--- src/core/power_mode_pkg.sv ---
// Package with the power-control register map, fields and sequencer types.
package power_mode_pkg;

    localparam logic [7:0] POWER_CONTROL_ADDR = 8'h87;
    localparam logic [7:0] POWER_CONTROL_RESET = 8'h00;
    localparam int IDLE_SELECT_BIT = 0;
    localparam int STOP_SELECT_BIT = 1;
    localparam logic [19:0] RESET_VECTOR = 20'h00000;
    localparam int DETECTOR_TIMEOUT_US = 100;
    localparam int CLOCK_MHZ = 25;
    localparam int DETECTOR_TIMEOUT_CYCLES = DETECTOR_TIMEOUT_US * CLOCK_MHZ;
    localparam int RESET_SEQ_CYCLES = 4;

    typedef enum {
        mode_run,
        mode_idle,
        mode_stop,
        mode_reset_seq
    } power_mode_type;

    typedef struct packed {
        logic wr;
        logic [7:0] addr;
        logic [7:0] wdata;
        logic rd;
        logic instr_done;
    } sfr_req_type;

    typedef struct packed {
        logic irq_pending;
        logic ext_reset;
        logic watchdog_reset;
        logic detector_enable;
    } wake_src_type;

endpackage : power_mode_pkg

--- src/core/cpu_power_mode_control.sv ---
// Power-mode sequencer for the CPU core: idle, stop and reset exits.
// Operation
// - Idle write halts CPU after instruction; peripherals run.
// - Idle gates CPU clock only; peripheral clock on.
// - Idle preserves registers and memory contents.
// - Enabled interrupt or reset ends idle.
// - Interrupt serviced, then resume after idle instruction.
// - Reset out of idle restarts at zero.
// - Watchdog reset ends idle.
// - Stop write enters stop after instruction.
// - Stop halts CPU and oscillators; detector stays.
// - Only reset ends stop; restart at zero.
// - Missing clock detector reset ends stop after timeout.
// - Stop bit1, idle bit0, resets zero.
// - Mode select bits read back zero.
`timescale 1ns/10ps
module cpu_power_mode_control
    import power_mode_pkg::*;
#(
    parameter int DETECTOR_CYCLES = DETECTOR_TIMEOUT_CYCLES,
    parameter int SEQ_CYCLES = RESET_SEQ_CYCLES
) (
    input wire logic ref_clk,
    input wire logic rst_n,
    input wire sfr_req_type sfr_req,
    input wire logic ext_reset_pin_n,
    input wire logic irq_pending,
    input wire logic watchdog_reset,
    input wire logic detector_enable,
    output logic [7:0] sfr_rdata,
    output logic cpu_clk_en,
    output logic periph_clk_en,
    output logic osc_en,
    output logic cpu_reset_hold,
    output logic [19:0] fetch_addr,
    output logic fetch_load,
    output logic in_idle,
    output logic in_stop,
    output logic detector_reset
);
    logic rst_sync_n;
    logic [2:0] pin_sync_r;
    logic ext_reset_r;
    power_mode_type mode_r;
    power_mode_type mode_nxt;
    logic idle_req_r;
    logic stop_req_r;
    logic [$clog2(DETECTOR_CYCLES + 1) - 1:0] detector_cnt_r;
    logic [$clog2(SEQ_CYCLES + 1) - 1:0] seq_cnt_r;
    wake_src_type wake_src;
    logic any_reset;
    logic power_control_wr;

    function automatic logic hits(input logic [7:0] addr);
        hits = addr == POWER_CONTROL_ADDR;
    endfunction : hits

    // The oscillator and the peripheral clock run in every mode but stop.
    function automatic logic osc_running(input power_mode_type mode);
        osc_running = mode != mode_stop;
    endfunction : osc_running

    reset_sync u_reset_sync (
        .ref_clk(ref_clk),
        .rst_n(rst_n),
        .rst_sync_n(rst_sync_n)
    );

    // The reset pin passes three stages; a change counts when the last two agree.
    always_ff @(posedge ref_clk or negedge rst_sync_n) begin
        if (!rst_sync_n) begin
            pin_sync_r <= 3'h7;
            ext_reset_r <= 1'b0;
        end else begin
            pin_sync_r <= {pin_sync_r[1:0], ext_reset_pin_n};
            if (pin_sync_r[1] == pin_sync_r[2]) begin
                ext_reset_r <= ~pin_sync_r[2];
            end
        end
    end

    // Wake and reset sources are gathered so each mode decision reads one bundle.
    always_comb begin
        wake_src.irq_pending = irq_pending;
        wake_src.ext_reset = ext_reset_r;
        wake_src.watchdog_reset = watchdog_reset;
        wake_src.detector_enable = detector_enable;
    end

    assign power_control_wr = sfr_req.wr && hits(sfr_req.addr);
    // Any reset source wins over every mode, including a pending mode request.
    assign any_reset = wake_src.ext_reset || wake_src.watchdog_reset
        || detector_reset;

    // A request is latched on the write and acted on when the instruction completes.
    always_ff @(posedge ref_clk or negedge rst_sync_n) begin
        if (!rst_sync_n) begin
            idle_req_r <= 1'b0;
            stop_req_r <= 1'b0;
        end else if (any_reset || mode_r != mode_run) begin
            idle_req_r <= 1'b0;
            stop_req_r <= 1'b0;
        end else if (power_control_wr) begin
            idle_req_r <= sfr_req.wdata[IDLE_SELECT_BIT];
            stop_req_r <= sfr_req.wdata[STOP_SELECT_BIT];
        end else if (sfr_req.instr_done) begin
            idle_req_r <= 1'b0;
            stop_req_r <= 1'b0;
        end
    end

    always_comb begin
        mode_nxt = mode_r;
        unique case (mode_r)
            // Stop outranks idle when both bits are written together.
            mode_run: begin
                if (any_reset) begin
                    mode_nxt = mode_reset_seq;
                end else if (sfr_req.instr_done && stop_req_r) begin
                    mode_nxt = mode_stop;
                end else if (sfr_req.instr_done && idle_req_r) begin
                    mode_nxt = mode_idle;
                end
            end
            mode_idle: begin
                if (any_reset) begin
                    mode_nxt = mode_reset_seq;
                end else if (wake_src.irq_pending) begin
                    mode_nxt = mode_run;
                end
            end
            mode_stop: begin
                if (any_reset) begin
                    mode_nxt = mode_reset_seq;
                end
            end
            mode_reset_seq: begin
                if (!any_reset && seq_cnt_r == '0) begin
                    mode_nxt = mode_run;
                end
            end
        endcase
    end

    always_ff @(posedge ref_clk or negedge rst_sync_n) begin
        if (!rst_sync_n) begin
            mode_r <= mode_reset_seq;
        end else begin
            mode_r <= mode_nxt;
        end
    end

    always_ff @(posedge ref_clk or negedge rst_sync_n) begin
        if (!rst_sync_n) begin
            seq_cnt_r <= ($clog2(SEQ_CYCLES + 1))'(SEQ_CYCLES);
        end else if (any_reset || (mode_nxt == mode_reset_seq && mode_r != mode_reset_seq)) begin
            seq_cnt_r <= ($clog2(SEQ_CYCLES + 1))'(SEQ_CYCLES);
        end else if (seq_cnt_r != '0) begin
            seq_cnt_r <= seq_cnt_r - 1'b1;
        end
    end

    // The detector counts while the oscillator is off and fires after its timeout.
    always_ff @(posedge ref_clk or negedge rst_sync_n) begin
        if (!rst_sync_n) begin
            detector_cnt_r <= '0;
            detector_reset <= 1'b0;
        end else if (mode_r == mode_stop && wake_src.detector_enable) begin
            if (detector_cnt_r == ($clog2(DETECTOR_CYCLES + 1))'(DETECTOR_CYCLES - 1)) begin
                detector_reset <= 1'b1;
            end else begin
                detector_cnt_r <= detector_cnt_r + 1'b1;
            end
        end else begin
            detector_cnt_r <= '0;
            detector_reset <= 1'b0;
        end
    end

    always_ff @(posedge ref_clk or negedge rst_sync_n) begin
        if (!rst_sync_n) begin
            cpu_clk_en <= 1'b0;
            periph_clk_en <= 1'b1;
            osc_en <= 1'b1;
            cpu_reset_hold <= 1'b1;
        end else begin
            cpu_clk_en <= mode_nxt == mode_run;
            periph_clk_en <= osc_running(mode_nxt);
            osc_en <= osc_running(mode_nxt);
            cpu_reset_hold <= mode_nxt == mode_reset_seq;
        end
    end

    // The mode flags follow the next mode so they change on the same edge as the enables.
    always_ff @(posedge ref_clk or negedge rst_sync_n) begin
        if (!rst_sync_n) begin
            in_idle <= 1'b0;
            in_stop <= 1'b0;
        end else begin
            in_idle <= mode_nxt == mode_idle;
            in_stop <= mode_nxt == mode_stop;
        end
    end

    // Fetch restarts at the reset vector as the reset sequence ends.
    always_ff @(posedge ref_clk or negedge rst_sync_n) begin
        if (!rst_sync_n) begin
            fetch_addr <= RESET_VECTOR;
            fetch_load <= 1'b0;
        end else begin
            fetch_addr <= RESET_VECTOR;
            fetch_load <= mode_r == mode_reset_seq && mode_nxt == mode_run;
        end
    end

    always_ff @(posedge ref_clk or negedge rst_sync_n) begin
        if (!rst_sync_n) begin
            sfr_rdata <= POWER_CONTROL_RESET;
        end else begin
            sfr_rdata <= POWER_CONTROL_RESET;
        end
    end
endmodule : cpu_power_mode_control

--- src/core/reset_sync.sv ---
// Two-stage release synchroniser for the asynchronous active-low reset.
`timescale 1ns/10ps
module reset_sync (
    input wire logic ref_clk,
    input wire logic rst_n,
    output logic rst_sync_n
);
    logic stage_r;

    always_ff @(posedge ref_clk or negedge rst_n) begin
        if (!rst_n) begin
            stage_r <= 1'b0;
            rst_sync_n <= 1'b0;
        end else begin
            stage_r <= 1'b1;
            rst_sync_n <= stage_r;
        end
    end
endmodule : reset_sync

--- config.mk ---
export PLATFORM = sky130hd
export DESIGN_NAME = cpu_power_mode_control
export DESIGN_NICKNAME = d
export VERILOG_FILES = /design/src/core/power_mode_pkg.sv /design/src/core/cpu_power_mode_control.sv /design/src/core/reset_sync.sv
export SDC_FILE = /design/constraint.sdc
export NUM_CORES = 1
export LEC_CHECK = 0
export ABC_AREA = 1
export BUFFER_PORTS_ARGS = -buffer_cell sky130_fd_sc_hd__buf_2
export CORE_MARGIN = 2
export CORE_UTILIZATION = 55
export DETAILED_ROUTE_END_ITERATION = 8
export PLACE_DENSITY = 0.79
export SLEW_MARGIN = 20
export SYNTH_ARGS = -nofsm -noshare
export SYNTH_HDL_FRONTEND = slang
export SYNTH_SLANG_ARGS = --single-unit
--- constraint.sdc ---
create_clock -name ref_clk -period 2.3 [get_ports ref_clk]
set_input_delay 0.23 -clock ref_clk [delete_from_list [all_inputs] [get_ports ref_clk]]
set_output_delay 0.23 -clock ref_clk [all_outputs]
set_load 0.005 [all_outputs]
==> results of run 1 <==
-- repair_timing --
item / 4_1_cts / 5_1_grt
setup endpoints to repair: 0 / 0
buffers inserted: 0 / 0
endpoints found under the hold margin: 3 / 0
hold buffers: 2 / 0
gates resized for setup: 0 / 0
-- where the power goes --
group          switching [mW]  internal, mW
sequential             0.0356          1.18
clock                   0.387         0.443
combinational           0.298         0.173
-- critical path, delay by kind of cell (launching register included) --
family                 cells  cell delay (ns)
flip-flops                 1             0.39
AND/OR/NAND/NOR            7             1.21
buffers and inverters      1             0.21
-- cells in the mapped netlist --
cell / n
conb_1: 2
nor3_1: 10
clkbuf_1: 1
o21ai_0: 6
or4_1: 1
dfrtp_1: 54
nor2_4: 1
ha_1: 3
nor2_2: 7
inv_1: 55
inv_2: 9
nor2_1: 46
nand3_2: 1
nand2_2: 6
o2111ai_1: 3
xor2_1: 2
o21ai_1: 2
nor4_2: 5
and2_1: 1
buf_4: 32
nor4_1: 11
buf_2: 4
a211oi_1: 1
a221oi_1: 1
nand2_1: 52
dfstp_2: 8
nor3b_1: 1
nor3_2: 3
nand3b_1: 1
a31oi_1: 1
nand4_1: 22
buf_6: 2
a21oi_1: 6
nand3_1: 27
xnor2_1: 2
-- registers in the layout, summed over array words and instances, names as in the netlist --
| name | flops |
|---|---|
| detector_reset | 1 |
| in_stop | 1 |
| cpu_clk_en | 1 |
| idle_req_r | 1 |
| pin_sync_r | 3 |
| in_idle | 1 |
| ext_reset_r | 1 |
| stop_req_r | 1 |
| detector_cnt_r | 12 |
| mode_r | 32 |
| u_reset_sync.stage_r | 1 |
| u_reset_sync.rst_sync_n | 1 |
| seq_cnt_r | 3 |
| osc_en | 1 |
| cpu_reset_hold | 1 |
| fetch_load | 1 |
-- worst min-delay path by stage --
stage,endpoint,slack [ns],cells after the start
finish,ext_reset_r,0.15,0
global placement,u_reset_sync.stage_r,0.01,1
global route,stop_req_r,0.17,3
floorplan,u_reset_sync.rst_sync_n,-0.07,0
CTS,idle_req_r,0.13,3
detailed placement,u_reset_sync.stage_r,0.02,1
-- metrics by stage --
stage / setup slack, ns / utilization
6_report: 0.388 / 0.605
5_1_grt: 0.172 / 0.605
4_1_cts: 0.355 / 0.605
3_5_place_dp: 0.365 / 0.573
3_3_place_gp: 0.458 / 0.573
2_1_floorplan: 0.460 / -
-- area by class of cell --
cell class / instances / area share
Multi-Input combinational cell: 251 / 0.365
Clock inverter: 1 / 0.00142
Clock buffer: 14 / 0.0462
Timing Repair Buffer: 29 / 0.0490
Sequential cell: 62 / 0.444
Tap cell: 75 / 0.0267
Inverter: 64 / 0.0682
-- logic make-up (layout without fill, tap and decap cells) --
family,after synthesis,after routing,synth area share
and+or+nand+nor,195,195,0.301
buffers and inverters,103,108,0.161
other,2,29,0.00230
adders and majority gates,3,3,0.0115
xor gates and xnor gates,4,4,0.0107
DFF,62,62,0.477
AOI/OAI and AO/OA,20,20,0.0363
-- layer usage --
metal / wire length (um) / track usage / vias up
li1: - / - / 1262
met1: 2670 / 0.261 / 1166
met2: 2920 / 0.343 / 67
met3: 299 / 0.0644 / 11
met4: 97 / 0.0831 / 0
met5: 0 / 0 / -
==> impl_metrics.tcl, run 1 <==
set metrics [dict create \
    timing.rr.end "cpu_clk_en" \
    reg2reg_slack_ns 0.39 \
    via_count 2506 \
    status "finished, final reports clean" \
    cp_slowest_cell "nor4_1" \
    netlist.area_leader.share 0.413 \
    clock_path_buffers 2 \
    gp_congestion 0.899 \
    yosysTopAreaCell "dfrtp_1" \
    timing.slew.headroom 0.567 \
    grt_max_degree 50 \
    synth_cell_types 35 \
    area_growth_pct 7.65 \
    num_io_pins 61 \
    required_ns 2.53 \
    endpoint "cpu_clk_en" \
    grt_pass1_wl_um 10400 \
    drv_slew 0 \
    rows 28 \
    critPathCaptureType "register" \
    antenna_left 0 \
    die_h_um 81.1 \
    max_freq_ghz 0.523 \
    dpl.hpwl_um 4210 \
    holdWs_ns 0.146 \
    timing.max_cap.violations 0 \
    critPathMaxStageDelay_ns 0.41 \
    tightest_slew_ns 0.644 \
    gr-usage-all-layers 0.210 \
    worst_setup_path_start_kind "register" \
    crit_arrival_ns 2.14 \
    htree_levels 3 \
    stdcell_count 496 \
    drc 0 \
    yosysWarnings 0 \
    crit_chain "nand2_2 -> inv_2 -> nor4_1 -> nor2_1 -> nand4_1 -> nor2_2 -> nand2_2 -> nor2_1" \
    synth-seq-cells 62 \
    drtPass1Iterations 4 \
    path_clk_slew_ns 0.06 \
    skew_ns 0.00890 \
    placed_area_mm2 0.00333 \
    p_total_mw 2.51 \
    worstRegToRegCells 8 \
    drive_gt1_frac 0.190 \
    dieArea_mm2 0.00658 \
    wirelength_um 5990 \
    path_class "register to register" \
    r2r_start "stop_req_r" \
    dpl.cell_count 479 \
    rsz0062_at_grt "false" \
    period_minus_slack_ns 1.91 \
    leakage_nw 1.86 \
    multi_input_area_mm2 0.00128 \
    hp-class "register to async pin" \
    fin_area_mm2 0.00352 \
    cts_inserted_buffers 9 \
    yosys-top-cells-area "dfrtp_1 (41%), buf_4 (7.3%), dfstp_2 (6.4%)" \
    layout_common_cells "inv_1 (55), dfrtp_1 (53), nand2_1 (52)" \
    synthesis.area_mm2 0.00327 \
    setup_tns_ns 0 \
    final_common_cell "inv_1" \
    cp-startpoint "stop_req_r" \
    vdd_drop_max_v 0.000537 \
    synth_seq_area_share 0.477 \
    num-fill-cells 524 \
    layout.nets 445 \
    syn_area_per_cell_um2 8.41 \
    grt_pass1_vias 2407 \
    insertion_delay_ns 0.34 \
    grt_overflow 0 \
    setup_viol 0 \
    core-area_mm2 0.00582 \
    cts_tree "yes" \
    cts_sinks 62 \
    post-route-period-util 0.831 \
    final_hold_viol_count 0 \
    syn_inst 389 \
    viasPerCell 5.05 \
    wl_per_cell_um 12.1 \
    start_util 0.562 \
    die_w_um 81.1 \
    antenna_found_initial 0 \
    drt_iter0_drc 179 \
    regArea_mm2 0.00156 \
    port_buffers 25 \
    cts_root_buf "clkbuf_8" \
    p_per_area_mw_per_mm2 714 \
    n_antenna_cell 0 \
    crit_path_max_fanout 25 \
]
No activity file was read; power rests on OpenSTA's default activity.
==> inputs of run 2 (changes only) <==
ABC_AREA = 0   (was 1)
CORE_UTILIZATION = 49   (was 55)
PLACE_DENSITY = 0.76   (was 0.79)
clock period = 1.63 ns   (was 2.3 ns; I/O delays follow)
==> impl_metrics.tcl, run 2 <==
set metrics [dict create \
    cts_inserted_buffers 9 \
    wirelength_um 4910 \
    p_comb_frac 0.064 \
    num-fill-cells 433 \
    area_growth_pct 19.8 \
    dieArea_mm2 0.00640 \
    final_common_cell "dfrtp_1" \
    num_io_pins 61 \
    ys.flop_type "dfrtp_1" \
    rows 27 \
    worst-path-buf-inv 1 \
    required_ns 1.86 \
    via_count 1839 \
    clock_path_buffers 2 \
    synth-seq-cells 62 \
    p_int_mw 2.45 \
    worst_setup_path_start_kind "register" \
    max_freq_ghz 0.569 \
    yosys-top-cells-area "dfrtp_1 (48%), buf_4 (8.0%), dfstp_2 (7.4%)" \
    synth_seq_area_share 0.551 \
    swShare 0.233 \
    critPathMaxStageDelay_ns 0.41 \
    port_buffers 25 \
    synthesis.area_mm2 0.00283 \
    drtPass1Iterations 4 \
    layout_common_cells "dfrtp_1 (53), conb_1 (29), and2_1 (28)" \
    netlist.area_leader.share 0.477 \
    multi_input_area_mm2 0.00119 \
    path_class "register to register" \
    setup_slack_ns -0.129 \
    grt_pass1_wl_um 7910 \
    cts_tree "yes" \
    clockPowerShare 0.433 \
    die_w_um 80.0 \
    holdWs_ns 0.0809 \
    syn_area_per_cell_um2 11.4 \
    setup_viol 51 \
    htree_levels 3 \
    start_util 0.511 \
    yosysMostFrequentCell "dfrtp_1" \
    crit_path_max_fanout 5 \
    cpLargestDelayFamily "simple AND/OR/NAND/NOR gates" \
    drv_slew 0 \
    synth_edf_count 0 \
    viasPerCell 4.88 \
    switching_power_uw 744 \
    final_hold_viol_count 0 \
    grt_pass1_vias 1775 \
    path_clk_slew_ns 0.07 \
    grt_overflow 0 \
    p_per_area_mw_per_mm2 942 \
    top_regs "mode_r: 32 flops, detector_cnt_r: 12 flops" \
    netlist_top_cells_count "dfrtp_1 (54), buf_4 (30), and2_1 (28), nor2_1 (24), nand2_1 (14)" \
    drc 0 \
    drive_gt1_frac 0.348 \
    synth_cell_types 43 \
    status "complete, but fails checks" \
    die_h_um 80.0 \
    period_minus_slack_ns 1.76 \
    largest_reg_flops 32 \
    largest-register "mode_r" \
    antenna_left 0 \
    post-place-ws_ns -0.128 \
    pwr-share-seq 0.503 \
    rsz0062_at_grt "true" \
    yosysTopAreaCell "dfrtp_1" \
    crit_chain "nor4_4 -> nand4_2 -> nor4_2 -> o2bb2ai_2 -> inv_2 -> and3_4" \
    post-route-period-util 1.08 \
    timing.max_cap.violations 0 \
    worstRegToRegCells 6 \
    crit_arrival_ns 1.99 \
    holdPathStages 3 \
    placed_area_mm2 0.00303 \
    gr-usage-all-layers 0.167 \
    cts_root_buf "clkbuf_8" \
    antenna_found_initial 0 \
    async_reset_ff_frac 1.00 \
    violations "setup timing" \
    leakage_nw 1.62 \
    skew_ns 0.0155 \
    cts_sinks 62 \
    n_antenna_cell 0 \
    dpl.hpwl_um 3240 \
    hp-class "primary input to register" \
    drt_iter0_drc 122 \
    wl_per_cell_um 13.0 \
    utilization 0.612 \
    fin_area_mm2 0.00339 \
    cp_slowest_cell "dfrtp_1" \
    core-area_mm2 0.00554 \
    layout.nets 328 \
    cp.depth 6 \
    regArea_mm2 0.00156 \
    grt_max_degree 29 \
    yosysWarnings 0 \
    vdd_drop_max_v 0.000645 \
    critPathCaptureType "register" \
    insertion_delay_ns 0.35 \
    gp_congestion 0.821 \
    setup_tns_ns -2.47 \
    syn_inst 248 \
]
-- run 2: worst paths after layout --
| kind | slack (ns) | endpoint | from |
|---|---|---|---|
| setup / recovery | -0.13 | in_idle | mode_r[18] |
| max in group asynchronous | 0.80 | pin_sync_r[1] | u_reset_sync.rst_sync_n |
| hold / removal | 0.08 | idle_req_r | sfr_req[2] |
| setup reg to reg | -0.13 | in_idle | mode_r[18] |
| min in group asynchronous | 0.13 | u_reset_sync.stage_r | rst_n |
| hold reg to reg | 0.22 | detector_cnt_r[2] | u_reset_sync.rst_sync_n |
-- run 2: cells by family after synthesis --
group | synth area share
compound gates | 0.0460
xor+xnor | 0.0340
fa+ha+maj | 0.0133
buf+inv | 0.0972
flops | 0.551
mux | 0.0150
other cells | 0.00265
simple gates | 0.240
-- run 2: layout make-up --
class	count	share of cell area
well taps	72	0.0266
flip-flops and latches	62	0.461
repair buffers	47	0.0923
multi-input cells	174	0.352
inverters	6	0.00664
clock buffers	11	0.0446
clock inverters	5	0.0170
-- run 2: per-layer routing --
layer,part of all wire,vias to the layer above,routed length [um],global-route usage
met5,0,-,0,0
met4,0.020,0,97,0.0712
met3,0.058,10,284,0.0679
met2,0.48,60,2370,0.268
met1,0.44,891,2160,0.199
li1,-,878,-,-
-- run 2: power groups by stage --
stage | clock network, mW | registers, mW | logic, mW
final | 1.38 | 1.61 | 0.205
after global routing | 1.49 | 1.61 | 0.234
after CTS | 1.41 | 1.61 | 0.202
after detailed placement | 0 | 1.63 | 0.192
after global placement | 0 | 1.63 | 0.185
after floorplan | 0 | 1.64 | 0.150
-- run 2: tightest hold or removal path, cell delays in order --
cell	delay [ns]
buf_2	0.10
nand2_1	0.07
a2111oi_2	0.06
-- run 2: repair_timing --
action                                 CTS  global route
cloned                                   0             1
endpoints found under the hold margin    3             0
resized for setup                        9            16
buffers inserted                         1             2
setup endpoints to repair               51            51
hold buffers                             2             0
pin swaps                                2             6
-- run 2: through the flow --
step / instances / total power [mW]
2_1_floorplan: 275 / 1.79
3_3_place_gp: 355 / 1.82
3_5_place_dp: 355 / 1.83
4_1_cts: 374 / 3.21
5_1_grt: 377 / 3.33
6_report: 377 / 3.19
